$ cat config.mk
export PLATFORM = sky130hd
export DESIGN_NAME = watchdog_unit
export DESIGN_NICKNAME = d
export VERILOG_FILES = /design/src/watchdog_pkg.sv /design/src/timeout_counter.sv /design/src/watchdog_unit.sv
export VERILOG_INCLUDE_DIRS = /design/src
export SDC_FILE = /design/constraint.sdc
export NUM_CORES = 1
export LEC_CHECK = 0
export BUFFER_PORTS_ARGS = -buffer_cell sky130_fd_sc_hd__buf_2
export CAP_MARGIN = 25
export CORE_MARGIN = 5
export CORE_UTILIZATION = 50
export CTS_BUF_LIST = sky130_fd_sc_hd__clkbuf_16
export DETAILED_ROUTE_END_ITERATION = 8
export PLACE_DENSITY = 0.76
export SYNTH_ARGS = -nofsm -noshare
export SYNTH_HDL_FRONTEND = slang
export SYNTH_SLANG_ARGS = --single-unit
$ cat constraint.sdc
create_clock -name aclk -period 6.6 [get_ports aclk]
set_clock_uncertainty 0.2 [all_clocks]
set_input_delay 0 -clock aclk [delete_from_list [all_inputs] [get_ports aclk]]
set_output_delay 0 -clock aclk [all_outputs]
set_load 0.02 [all_outputs]
$ cat src/watchdog_cfg.svh
// watchdog_cfg.svh: offsets, field positions, reset values and timing counts
// for the watchdog unit; assumes inclusion by the package and design files.
`ifndef WATCHDOG_CFG_SVH
`define WATCHDOG_CFG_SVH

// printed offsets are register indices; byte address is four times the index
`define CTRL_INDEX 8'h93
`define KEY_INDEX 8'h94
`define CTRL_ADDR 12'h24C
`define KEY_ADDR 12'h250
`define STATUS_ADDR 12'h254
`define MASK_ADDR 12'h258
`define CAUSE_ADDR 12'h25C

// control field positions
`define EN_BIT 7
`define NMI_SEL_BIT 6
`define RST_FLAG_BIT 5
`define NMI_FLAG_BIT 4
`define CLK_SEL_HI 3
`define CLK_SEL_LO 2
`define LEN_SEL_HI 1
`define LEN_SEL_LO 0

// control reset value: clock select 10b, all else zero
`define CTRL_RESET 8'h08

// service key values
`define KEY_FIRST 8'hA5
`define KEY_SECOND 8'h5A

// timeout exponents: system clock, rtc source, rc oscillator
`define EXP_SYS_0 27
`define EXP_SYS_1 25
`define EXP_SYS_2 22
`define EXP_SYS_3 18
`define EXP_RTC_0 17
`define EXP_RTC_1 14
`define EXP_RTC_2 11
`define EXP_RTC_3 7
`define EXP_RC_0 15
`define EXP_RC_1 13
`define EXP_RC_2 9
`define EXP_RC_3 5

// axi response codes
`define RESP_OKAY 2'b00
`define RESP_SLVERR 2'b10

`endif

$ cat src/watchdog_pkg.sv
// watchdog_pkg.sv: types shared by the watchdog unit files
// assumes watchdog_cfg.svh sits in the include path.
package watchdog_pkg;
`include "watchdog_cfg.svh"

   typedef enum logic [1:0] {
      SRC_SYS = 2'b00,
      SRC_RTC = 2'b01,
      SRC_RC = 2'b10,
      SRC_RSVD = 2'b11
   } count_clock_select_e;

   typedef struct packed {
      logic watchdog_enable_bit;
      logic nmi_select;
      logic reset_flag;
      logic nmi_flag;
      count_clock_select_e count_clock_select;
      logic [1:0] timeout_length_select;
   } watchdog_control_s;

   typedef enum logic [1:0] {
      KEY_IDLE = 2'b00,
      KEY_ARMED = 2'b01
   } key_state_e;

   typedef logic [27:0] count_t;
endpackage

$ cat src/timeout_counter.sv
// timeout_counter.sv: counts selected clock ticks and flags the timeout
// assumes tick is a one-cycle pulse per edge of the selected count clock.
`timescale 1ns/1ps
module timeout_counter
   import watchdog_pkg::*;
(
   input wire logic aclk,
   input wire logic aresetn,
   input wire logic ce,
   input wire logic run,
   input wire logic tick,
   input wire logic restart,
   input wire count_t limit,
   output logic expired_q
);
   count_t count_q;

   // count only while running; restart and expiry both go back to zero
   always_ff @(posedge aclk) begin
      if (!aresetn) begin
         count_q <= 28'h000_0000;
         expired_q <= 1'b0;
      end else if (ce) begin
         expired_q <= 1'b0;
         if (!run || restart) begin
            count_q <= 28'h000_0000;
         end else if (tick) begin
            if (count_q == limit - 28'h000_0001) begin
               count_q <= 28'h000_0000;
               expired_q <= 1'b1;
            end else begin
               count_q <= count_q + 28'h000_0001;
            end
         end
      end
   end
endmodule

$ cat src/watchdog_unit.sv
// watchdog_unit.sv: watchdog with locked control, two-write service key,
// AXI4-Lite register slave and event interrupt.
// assumes rtc_tick and rc_tick are one-cycle pulses in the aclk domain and
// that the cpu reports foreign resets and non-watchdog nmis as pulses.
//
// Local design decision: the AXI4-Lite slave port.
`timescale 1ns/1ps
module watchdog_unit
   import watchdog_pkg::*;
(
   input wire logic aclk,
   input wire logic aresetn,
   input wire logic ce,
   input wire logic rtc_tick,
   input wire logic rc_tick,
   input wire logic foreign_reset,
   input wire logic foreign_nmi,
   input wire logic [11:0] s_axi_awaddr,
   input wire logic s_axi_awvalid,
   output logic s_axi_awready,
   input wire logic [31:0] s_axi_wdata,
   input wire logic [3:0] s_axi_wstrb,
   input wire logic s_axi_wvalid,
   output logic s_axi_wready,
   output logic [1:0] s_axi_bresp,
   output logic s_axi_bvalid,
   input wire logic s_axi_bready,
   input wire logic [11:0] s_axi_araddr,
   input wire logic s_axi_arvalid,
   output logic s_axi_arready,
   output logic [31:0] s_axi_rdata,
   output logic [1:0] s_axi_rresp,
   output logic s_axi_rvalid,
   input wire logic s_axi_rready,
   output logic cpu_reset_q,
   output logic cpu_nmi_q,
   output logic irq_q
);
   watchdog_control_s ctrl_q;
   key_state_e key_q;
   logic [1:0] status_q;
   logic [1:0] mask_q;
   logic [11:0] awaddr_q;
   logic aw_held_q;
   logic [7:0] wdata_q;
   logic w_held_q;
   logic wr_go;
   logic ctrl_wr;
   logic key_wr;
   logic mask_wr;
   logic status_rd;
   logic rd_go;
   logic service;
   logic expired;
   logic tick;
   logic timeout;
   logic [31:0] rdata_d;
   logic rd_ok;
   logic wr_ok;
   count_t limit;

   // timeout length from clock source and period code
   function automatic count_t limit_of(input count_clock_select_e src,
                                       input logic [1:0] len);
      int e;
      e = 0;
      case (src)
         SRC_SYS: begin
            case (len)
               2'b00: e = `EXP_SYS_0;
               2'b01: e = `EXP_SYS_1;
               2'b10: e = `EXP_SYS_2;
               default: e = `EXP_SYS_3;
            endcase
         end
         SRC_RTC: begin
            case (len)
               2'b00: e = `EXP_RTC_0;
               2'b01: e = `EXP_RTC_1;
               2'b10: e = `EXP_RTC_2;
               default: e = `EXP_RTC_3;
            endcase
         end
         SRC_RC: begin
            case (len)
               2'b00: e = `EXP_RC_0;
               2'b01: e = `EXP_RC_1;
               2'b10: e = `EXP_RC_2;
               default: e = `EXP_RC_3;
            endcase
         end
         default: e = `EXP_RC_0; // reserved code behaves as rc, longest
      endcase
      return count_t'(28'h000_0001 << e);
   endfunction

   // word-aligned address match, shared by read and write decode
   function automatic logic hit(input logic [11:0] a, input logic [11:0] r);
      return a[11:2] == r[11:2];
   endfunction

   // select the count tick; reserved code holds the count still
   always_comb begin
      case (ctrl_q.count_clock_select)
         SRC_SYS: tick = 1'b1;
         SRC_RTC: tick = rtc_tick;
         SRC_RC: tick = rc_tick;
         default: tick = 1'b0;
      endcase
   end

   assign limit = limit_of(ctrl_q.count_clock_select,
                           ctrl_q.timeout_length_select);
   assign timeout = expired;

   timeout_counter u_counter (
      .aclk(aclk),
      .aresetn(aresetn),
      .ce(ce),
      .run(ctrl_q.watchdog_enable_bit),
      .tick(tick),
      .restart(service),
      .limit(limit),
      .expired_q(expired)
   );

   // write channel capture: address and data may come in either order
   assign wr_go = aw_held_q && w_held_q && !s_axi_bvalid;
   assign ctrl_wr = wr_go && hit(awaddr_q, `CTRL_ADDR);
   assign key_wr = wr_go && hit(awaddr_q, `KEY_ADDR);
   assign mask_wr = wr_go && hit(awaddr_q, `MASK_ADDR);
   assign wr_ok = hit(awaddr_q, `CTRL_ADDR) || hit(awaddr_q, `KEY_ADDR)
                  || hit(awaddr_q, `MASK_ADDR);

   always_ff @(posedge aclk) begin
      if (!aresetn) begin
         aw_held_q <= 1'b0;
         w_held_q <= 1'b0;
         awaddr_q <= 12'h000;
         wdata_q <= 8'h00;
         s_axi_awready <= 1'b0;
         s_axi_wready <= 1'b0;
         s_axi_bvalid <= 1'b0;
         s_axi_bresp <= `RESP_OKAY;
      end else if (ce) begin
         s_axi_awready <= !aw_held_q && !s_axi_awready;
         s_axi_wready <= !w_held_q && !s_axi_wready;
         if (s_axi_awvalid && s_axi_awready) begin
            aw_held_q <= 1'b1;
            awaddr_q <= s_axi_awaddr;
            s_axi_awready <= 1'b0;
         end
         if (s_axi_wvalid && s_axi_wready) begin
            w_held_q <= 1'b1;
            // only byte lane 0 carries data; a write without it stores zero
            wdata_q <= s_axi_wstrb[0] ? s_axi_wdata[7:0] : 8'h00;
            s_axi_wready <= 1'b0;
         end
         if (wr_go) begin
            aw_held_q <= 1'b0;
            w_held_q <= 1'b0;
            s_axi_bvalid <= 1'b1;
            s_axi_bresp <= wr_ok ? `RESP_OKAY : `RESP_SLVERR;
         end else if (s_axi_bvalid && s_axi_bready) begin
            s_axi_bvalid <= 1'b0;
         end
      end
   end

   // control register: writable only while disabled, flags hardware owned
   always_ff @(posedge aclk) begin
      if (!aresetn) begin
         ctrl_q.watchdog_enable_bit <= 1'b0;
         ctrl_q.nmi_select <= 1'b0;
         ctrl_q.count_clock_select <= SRC_RC;
         ctrl_q.timeout_length_select <= 2'b00;
      end else if (ce) begin
         if (ctrl_wr && !ctrl_q.watchdog_enable_bit) begin
            ctrl_q.watchdog_enable_bit <= wdata_q[`EN_BIT];
            ctrl_q.nmi_select <= wdata_q[`NMI_SEL_BIT];
            ctrl_q.count_clock_select <=
               count_clock_select_e'(wdata_q[`CLK_SEL_HI:`CLK_SEL_LO]);
            ctrl_q.timeout_length_select <=
               wdata_q[`LEN_SEL_HI:`LEN_SEL_LO];
         end
      end
   end

   // source flags; the watchdog reset must not clear its own flag, so the
   // reset flag lives outside aresetn and is cleared by foreign_reset only
   always_ff @(posedge aclk) begin
      if (ce) begin
         if (timeout && ctrl_q.watchdog_enable_bit && !ctrl_q.nmi_select) begin
            ctrl_q.reset_flag <= 1'b1;
         end else if (foreign_reset) begin
            ctrl_q.reset_flag <= 1'b0;
         end
      end
   end

   always_ff @(posedge aclk) begin
      if (!aresetn) begin
         ctrl_q.nmi_flag <= 1'b0;
      end else if (ce) begin
         if (timeout && ctrl_q.nmi_select) begin
            ctrl_q.nmi_flag <= 1'b1;
         end else if (foreign_nmi) begin
            ctrl_q.nmi_flag <= 1'b0;
         end
      end
   end

   // service key sequencer; any delay between writes is fine
   assign service = key_wr && key_q == KEY_ARMED
                    && wdata_q == `KEY_SECOND;

   always_ff @(posedge aclk) begin
      if (!aresetn) begin
         key_q <= KEY_IDLE;
      end else if (ce && key_wr) begin
         case (key_q)
            KEY_IDLE: begin
               if (wdata_q == `KEY_FIRST) begin
                  key_q <= KEY_ARMED;
               end
            end
            KEY_ARMED: begin
               // a stray value drops the sequence, A5h re-arms it
               key_q <= (wdata_q == `KEY_FIRST) ? KEY_ARMED
                                                : KEY_IDLE;
            end
            default: key_q <= KEY_IDLE;
         endcase
      end
   end

   // timeout response to the cpu: one-cycle reset or nmi pulse
   always_ff @(posedge aclk) begin
      if (!aresetn) begin
         cpu_reset_q <= 1'b0;
         cpu_nmi_q <= 1'b0;
      end else if (ce) begin
         cpu_reset_q <= timeout && !ctrl_q.nmi_select;
         cpu_nmi_q <= timeout && ctrl_q.nmi_select;
      end
   end

   // event status: bit0 reset timeout, bit1 nmi timeout; read clears,
   // but a new event in the same cycle wins over the clear
   assign status_rd = rd_go && hit(s_axi_araddr, `STATUS_ADDR);

   always_ff @(posedge aclk) begin
      if (!aresetn) begin
         status_q <= 2'b00;
         mask_q <= 2'b00;
         irq_q <= 1'b0;
      end else if (ce) begin
         status_q <= (status_rd ? 2'b00 : status_q)
                     | {timeout && ctrl_q.nmi_select,
                        timeout && !ctrl_q.nmi_select};
         if (mask_wr) begin
            mask_q <= wdata_q[1:0];
         end
         irq_q <= |(status_q & mask_q);
      end
   end

   // read channel: one read at a time, data registered
   assign rd_go = s_axi_arvalid && s_axi_arready;
   assign rd_ok = hit(s_axi_araddr, `CTRL_ADDR)
                  || hit(s_axi_araddr, `STATUS_ADDR)
                  || hit(s_axi_araddr, `MASK_ADDR)
                  || hit(s_axi_araddr, `CAUSE_ADDR)
                  || hit(s_axi_araddr, `KEY_ADDR);

   always_comb begin
      rdata_d = 32'h0000_0000;
      if (hit(s_axi_araddr, `CTRL_ADDR)) begin
         rdata_d[7:0] = ctrl_q;
      end else if (hit(s_axi_araddr, `STATUS_ADDR)) begin
         rdata_d[1:0] = status_q;
      end else if (hit(s_axi_araddr, `MASK_ADDR)) begin
         rdata_d[1:0] = mask_q;
      end else if (hit(s_axi_araddr, `CAUSE_ADDR)) begin
         rdata_d[0] = ctrl_q.watchdog_enable_bit;
      end
   end

   always_ff @(posedge aclk) begin
      if (!aresetn) begin
         s_axi_arready <= 1'b0;
         s_axi_rvalid <= 1'b0;
         s_axi_rdata <= 32'h0000_0000;
         s_axi_rresp <= `RESP_OKAY;
      end else if (ce) begin
         s_axi_arready <= !s_axi_rvalid && !s_axi_arready;
         if (rd_go) begin
            s_axi_arready <= 1'b0;
            s_axi_rvalid <= 1'b1;
            s_axi_rdata <= rdata_d;
            s_axi_rresp <= rd_ok ? `RESP_OKAY : `RESP_SLVERR;
         end else if (s_axi_rvalid && s_axi_rready) begin
            s_axi_rvalid <= 1'b0;
         end
      end
   end
endmodule

# == Word-level counts from Yosys, hierarchy flattened ==
# Index checks and enable logic that the tools add are counted.
# Widths: inputs -> output; s select.
# word_totals
latchBits,0
n_memories,0
word_cells,149
mem_bits_rw,0
register_bits,85
in_bits,72
out_inout_bits,44
romBits,0
# classes
n_div,0
eq_ne,17
bitwise,2
n_reduce_logical,63
mux,38
magnitude_cmp,0
addsub,2
shifts,1
multipliers,0
# op_table
op,count
$pmux 32 s3,1
$mux 28,3
$eq 10x8->1 const B,8
$shl 1x32->28 const A,1
$add 28x1->28 const B,1
$eq 28x28->1,1
$reduce_and 2->1,14
$sub 28x1->28 const B,1
$pmux 4 s3,2
$logic_and 1x1->1,22
$mux 1,21
$pmux 5 s3,1
$reduce_bool 2->1,7
$mux 2,6
$logic_not 1->1,9
$eq 8x7->1 const B,1
$eq 8x8->1 const B,1
$mux 8,1
$logic_or 1x1->1,7
$eq 2x1->1 const B,3
$logic_not 2->1,3
$mux 6,1
$eq 2x2->1 const B,2
$pmux 2 s2,1
5 further kinds,5

# == Longest topological paths before layout ==
# logic_depth
ltp_word,9
ltp_mapped,19
depth_no_buf,16

# == Modules after synthesis ==
# Synthesis repeated with hierarchy kept, for this count alone.
# hier_totals
hier_cells,719
hier_area_um2,5424.0
# by_module_without_submodules
module,area_per_inst_um2,seq_area_each_um2,instances,cells_each
watchdog_unit,2761.4,1031.0,1,359
timeout_counter,2662.6,580.6,1,360

# == Least setup slack after synthesis ==
# Ideal clock, no wire load.
# synth_path
path_type,register -> register
start,reg ctrl_q[0] (netlist bit)
end,reg u_counter.count_q[27]
setup_ns,0.120
t_arrival_ns,3.841
stages_incl_launch_ff,18
slack_ns,2.439
path_cell_list,dfxtp_1 inv_1 ha_1 mux2_2 o21ai_1 nor2_1 nand3_1 ha_1 clkbuf_1 nand2_1 o311ai_0 xor2_1 nor3_1 nand4_1 o311ai_4 buf_6 nor2_1 a211o_1
# synth_via
elab_chain_len,9
word_cells_on_any_way,13
classes_between,add/sub: 1; eq/ne: 3; shift: 1; mux: 7; reduce/logical: 1
# synth_lines
item,line,source
from (decl),watchdog_unit.sv:39,watchdog_control_s ctrl_q;
$eq 2x2->1 (tied with other cells),"watchdog_unit.sv:69, watchdog_unit.sv:77, watchdog_unit.sv:85",
$pmux 5 s3 (tied with other cells),watchdog_unit.sv:77,case (len)
$pmux 32 s3 (*),watchdog_unit.sv:67,case (src)
$shl 1x32->28 (*),watchdog_unit.sv:94,return count_t'(28'h000_0001 << e);
$sub 28x1->28 (*),timeout_counter.sv:28,if (count_q == limit - 28'h000_0001) begin
$eq 28x28->1 (*),timeout_counter.sv:28,
$mux 28 (*),timeout_counter.sv:28,
$mux 28 (*),timeout_counter.sv:27,end else if (tick) begin
$mux 28 (*),timeout_counter.sv:25,if (!run || restart) begin
to (signal assigned),timeout_counter.sv:32,count_q <= count_q + 28'h000_0001;
to (decl),timeout_counter.sv:16,count_t count_q;
# Every way passes the cells marked *; elsewhere a longest branch is shown, timed or not. The select of a mux whose other input is x is not followed.
# A chain may end at the register's enable or synchronous reset.

# == Worst setup path in the final report ==
# layout_path
start,reg ctrl_q[2] (netlist bit)
end,reg u_counter.count_q[24]
# layout_via
elab_chain_len,8
word_cells_on_any_way,13
classes_between,add/sub: 1; eq/ne: 3; shift: 1; mux: 5; reduce/logical: 3
# layout_lines
item,line
$eq 2x2->1 (tied with other cells),"watchdog_unit.sv:67, watchdog_unit.sv:104"
$pmux 32 s3,watchdog_unit.sv:67
$shl 1x32->28,watchdog_unit.sv:94
$sub 28x1->28,timeout_counter.sv:28
$eq 28x28->1,timeout_counter.sv:28
$mux 28,timeout_counter.sv:28
$mux 28,timeout_counter.sv:27
$mux 28,timeout_counter.sv:25
# Several ways; a longest one is shown, not always the timed one. The select of a mux whose other input is x is not followed.

==> out/qor.csv <==
stage,metric,value,unit
clock_tree,clock root cell,clkbuf_16,
drt,length of the first detailed-routing pass in iterations,5,
sta,aggregate negative setup slack,0,ps
worst_setup_path,critical path launch point,ctrl_q[2]$_SDFFE_PN0P_,
logic_synthesis,"Primary FF master, synth",dfxtp_1,
grt,Congestion Overflow GR,0,
logic_synthesis,number of enable flip-flop cells after synthesis,1,
die,standard cell core area,10800,um2
drt,aggregate routed wire length,15500,um
worst_setup_path,data required time at the worst endpoint,6630,ps
layout,final cell count without fillers,924,
hold_path,worst min-delay path startpoint,s_axi_araddr[2],
grt,largest net degree at the start of global routing,58,
grt,vias in the first global route,5450,
worst_setup_path,maximum net fanout on the critical path,35,
worst_setup_path,Critical Path Start Type,flop,
drt,DRC violation total after the first TritonRoute iteration,363,
clock_tree,Worst-path clk slew,70,ps
grt,antenna violations before repair,0,
die,Die Ht,115,um
worst_setup_path,Worst R2R Setup Slack,1010,ps
die,initial core utilization,51.1,%
clock_tree,clock buffer count from CTS,9,
clock_tree,post-CTS setup buffers,0,
logic_synthesis,"top cells by count, synth","99 x nand2_1, 79 x dfxtp_1, 44 x nand3_1",
power,Static Leak,2.55,nW
layout,share of final-layout standard cells stronger than drive strength 1,11.9,%
logic_synthesis,post-synthesis cell area,5540,um2
layout,"Non-Filler Cell Area, Final",6410,um2
logic_synthesis,Post-synth ARST share,0,%
power,total power per unit cell area,186,nW/um2
power,Worst IR Drop VDD,0.184,mV
worst_setup_path,worst setup path class,flop to flop,
drt,Detail Route Antenna Nets,0,
clock_tree,clock sink count,80,
sta,share of the clock period used by the worst path,84.6,%
layout,count of antenna diodes in the layout,0,
logic_synthesis,sequential area share after synthesis,29.1,%
worst_setup_path,arrival time of data at the critical path endpoint,5610,ps
placed_design,HPWL reported at the end of detailed placement,11200,um
layout,signed area change from the synthesized netlist to the final layout,15.8,%
hold_path,worst hold-check path type,input port to flop,
placed_design,routability-driven placement congestion ratio,0.945,
placed_design,buffers added on ports,58,
logic_synthesis,most area-hungry cell type in the Yosys netlist,dfxtp_1,
drt,routed wire length per instance,16.8,um
sta,fin. max-slew vios,0,
placed_design,number of cells after detailed placement,875,
sta,Setup Viol. Count Final,0,
logic_synthesis,Synth top area share,28.6,%
sta,transition time of the tightest slew-check pin,943,ps
die,number of rows in the core area,38,
worst_setup_path,launching point of the worst reg2reg path,ctrl_q[2]$_SDFFE_PN0P_,
grt,Total Routing Usage GR,24.0,%
sta,setup repair after global routing missed its margin,false,
logic_synthesis,cell count after synthesis,716,
clock_tree,number of H-tree levels,3,
die,DIE AREA,13300,um2
logic_synthesis,"FF+latch count, synth",80,
logic_synthesis,post-synthesis average cell area,7.73,um2
placed_design,area of placed instances,5720,um2
clock_tree,CTS Hold Buffers Added,33,
clock_tree,TritonCTS clock tree,yes,
drt,drt drc,0,
worst_setup_path,Critical Path End Type,flop,
job,max-capacitance violation count,0,
layout,final layout net count,860,
die,number of primary I/O pins,116,
logic_synthesis,leading post-synthesis cells by cell area,"dfxtp_1 29%, nand2_1 6.7%, a21boi_0 4.5%",
clock_tree,post-CTS resize count,0,
logic_synthesis,Yosys warning total,0,
logic_synthesis,most frequent cell after synthesis,nand2_1,
clock_tree,later-pin clock latency in the skew report,350,ps
sta,Worst slew margin,37.0,%
clock_tree,clock tree buffer depth,2,
sta,final-layout worst hold slack,14.1,ps
sta,clock period minus worst slack,5590,ps
outcome,result of the run,completed,
drt,Via density,5.97,
die,width of the die,115,um
sta,number of hold violations in the final report,0,
sta,highest clock frequency the design can meet,0.179,GHz
drt,total vias in the final route,5520,
logic_synthesis,number of unique standard cell types used by synthesis,81,
grt,first-pass GRT wire length,25700,um
[placed cells by master, fill, tap and decap left out, drive strengths merged, types with 13 or more instances in the layout]
| cell | synthesis | final |
|---|---|---|
| nand2 | 100 | 100 |
| dfxtp | 79 | 79 |
| mux2i | 13 | 13 |
| a21boi | 34 | 34 |
| xnor2 | 15 | 15 |
| nand3 | 44 | 44 |
| a21oi | 26 | 26 |
| nor2 | 42 | 42 |
| buf | 39 | 60 |
| dlygate4sd3 | 0 | 33 |
| nor2b | 17 | 17 |
| inv | 17 | 18 |
| nor3 | 20 | 20 |
| conb | 1 | 26 |
| o21ai | 31 | 31 |
| o211ai | 13 | 13 |
[sequential cells by signal (all words and copies together), names as in the netlist]
| name | count |
|---|---|
| irq_q | 1 |
| s_axi_wready | 1 |
| awaddr_q | 10 |
| u_counter.count_q | 28 |
| status_q | 2 |
| w_held_q | 1 |
| s_axi_awready | 1 |
| s_axi_bresp | 1 |
| s_axi_arready | 1 |
| mask_q | 2 |
| s_axi_rresp | 1 |
| s_axi_bvalid | 1 |
| s_axi_rvalid | 1 |
| cpu_nmi_q | 1 |
| wdata_q | 8 |
| aw_held_q | 1 |
| u_counter.expired_q | 1 |
| s_axi_rdata | 8 |
| ctrl_q | 8 |
| key_q | 1 |
| cpu_reset_q | 1 |
[cell families (layout without fill, tap and decap cells)]
kind of cell,count (synthesis),after routing,share of synthesized area (%)
AOI/OAI and AO/OA,186,186,24.1
xor gates and xnor gates,23,23,3.64
adders and majority gates,9,9,2.03
buffers and inverters,83,126,8.29
DFF,80,80,29.1
muxes,14,14,2.55
other,1,26,0.0677
and+or+nand+nor,320,320,30.2
[final timing paths]
path	end	depth (start not counted)
worst min register to register	s_axi_rdata[7]$_SDFFE_PN0P_	2
worst max register to register	u_counter.count_q[24]$_SDFFE_PN0P_	15
worst max-delay path	u_counter.count_q[24]$_SDFFE_PN0P_	15
worst min-delay path	s_axi_rdata[0]$_SDFFE_PN0P_	4
[metrics by stage]
step	worst slack [ps]	utilization (%)	power, mW
finish	1010	59.2	1.19
CTS	1210	59.2	1.19
global placement	1360	52.7	0.564
detailed placement	1240	52.7	0.567
global route	596	59.2	1.22
floorplan	2440	-	0.557
[per-layer routing]
layer	wire length, um	GRT usage, %	vias up
li1	-	-	2672
met5	0	0	-
met3	1140	5.63	43
met2	7650	42.0	220
met1	6220	27.5	2585
met4	534	11.2	0
[where the power goes]
group | total (mW) | leakage, nW | internal, mW | switching (mW)
Clock | 0.622 | 0.176 | 0.409 | 0.213
Sequential | 0.493 | 0.649 | 0.489 | 0.00435
Combinational | 0.0758 | 1.72 | 0.0318 | 0.0440
[worst max-delay path, stage by stage, from the launching register on]
cell       delay [ps]
dfxtp_1           940
and3b_1           310
nor3_2            590
nor2_1            250
nand3_1           160
ha_1              500
inv_1             230
o2111ai_1         400
o21ai_0           120
nand4b_1          180
nor4_1            390
nand4_1           230
o311ai_4          250
buf_4             350
nor2_1            100
a211o_1           270
[final cells by class]
class | count | area [um2]
Fill cell | 953 | 4430
Multi-Input combinational cell | 578 | 3560
Sequential cell | 80 | 1610
Timing Repair Buffer | 93 | 636
Clock buffer | 9 | 225
Tap cell | 140 | 175
Clock inverter | 7 | 143
Inverter | 17 | 63.8
Note: power is estimated with default switching activity, not from simulation.
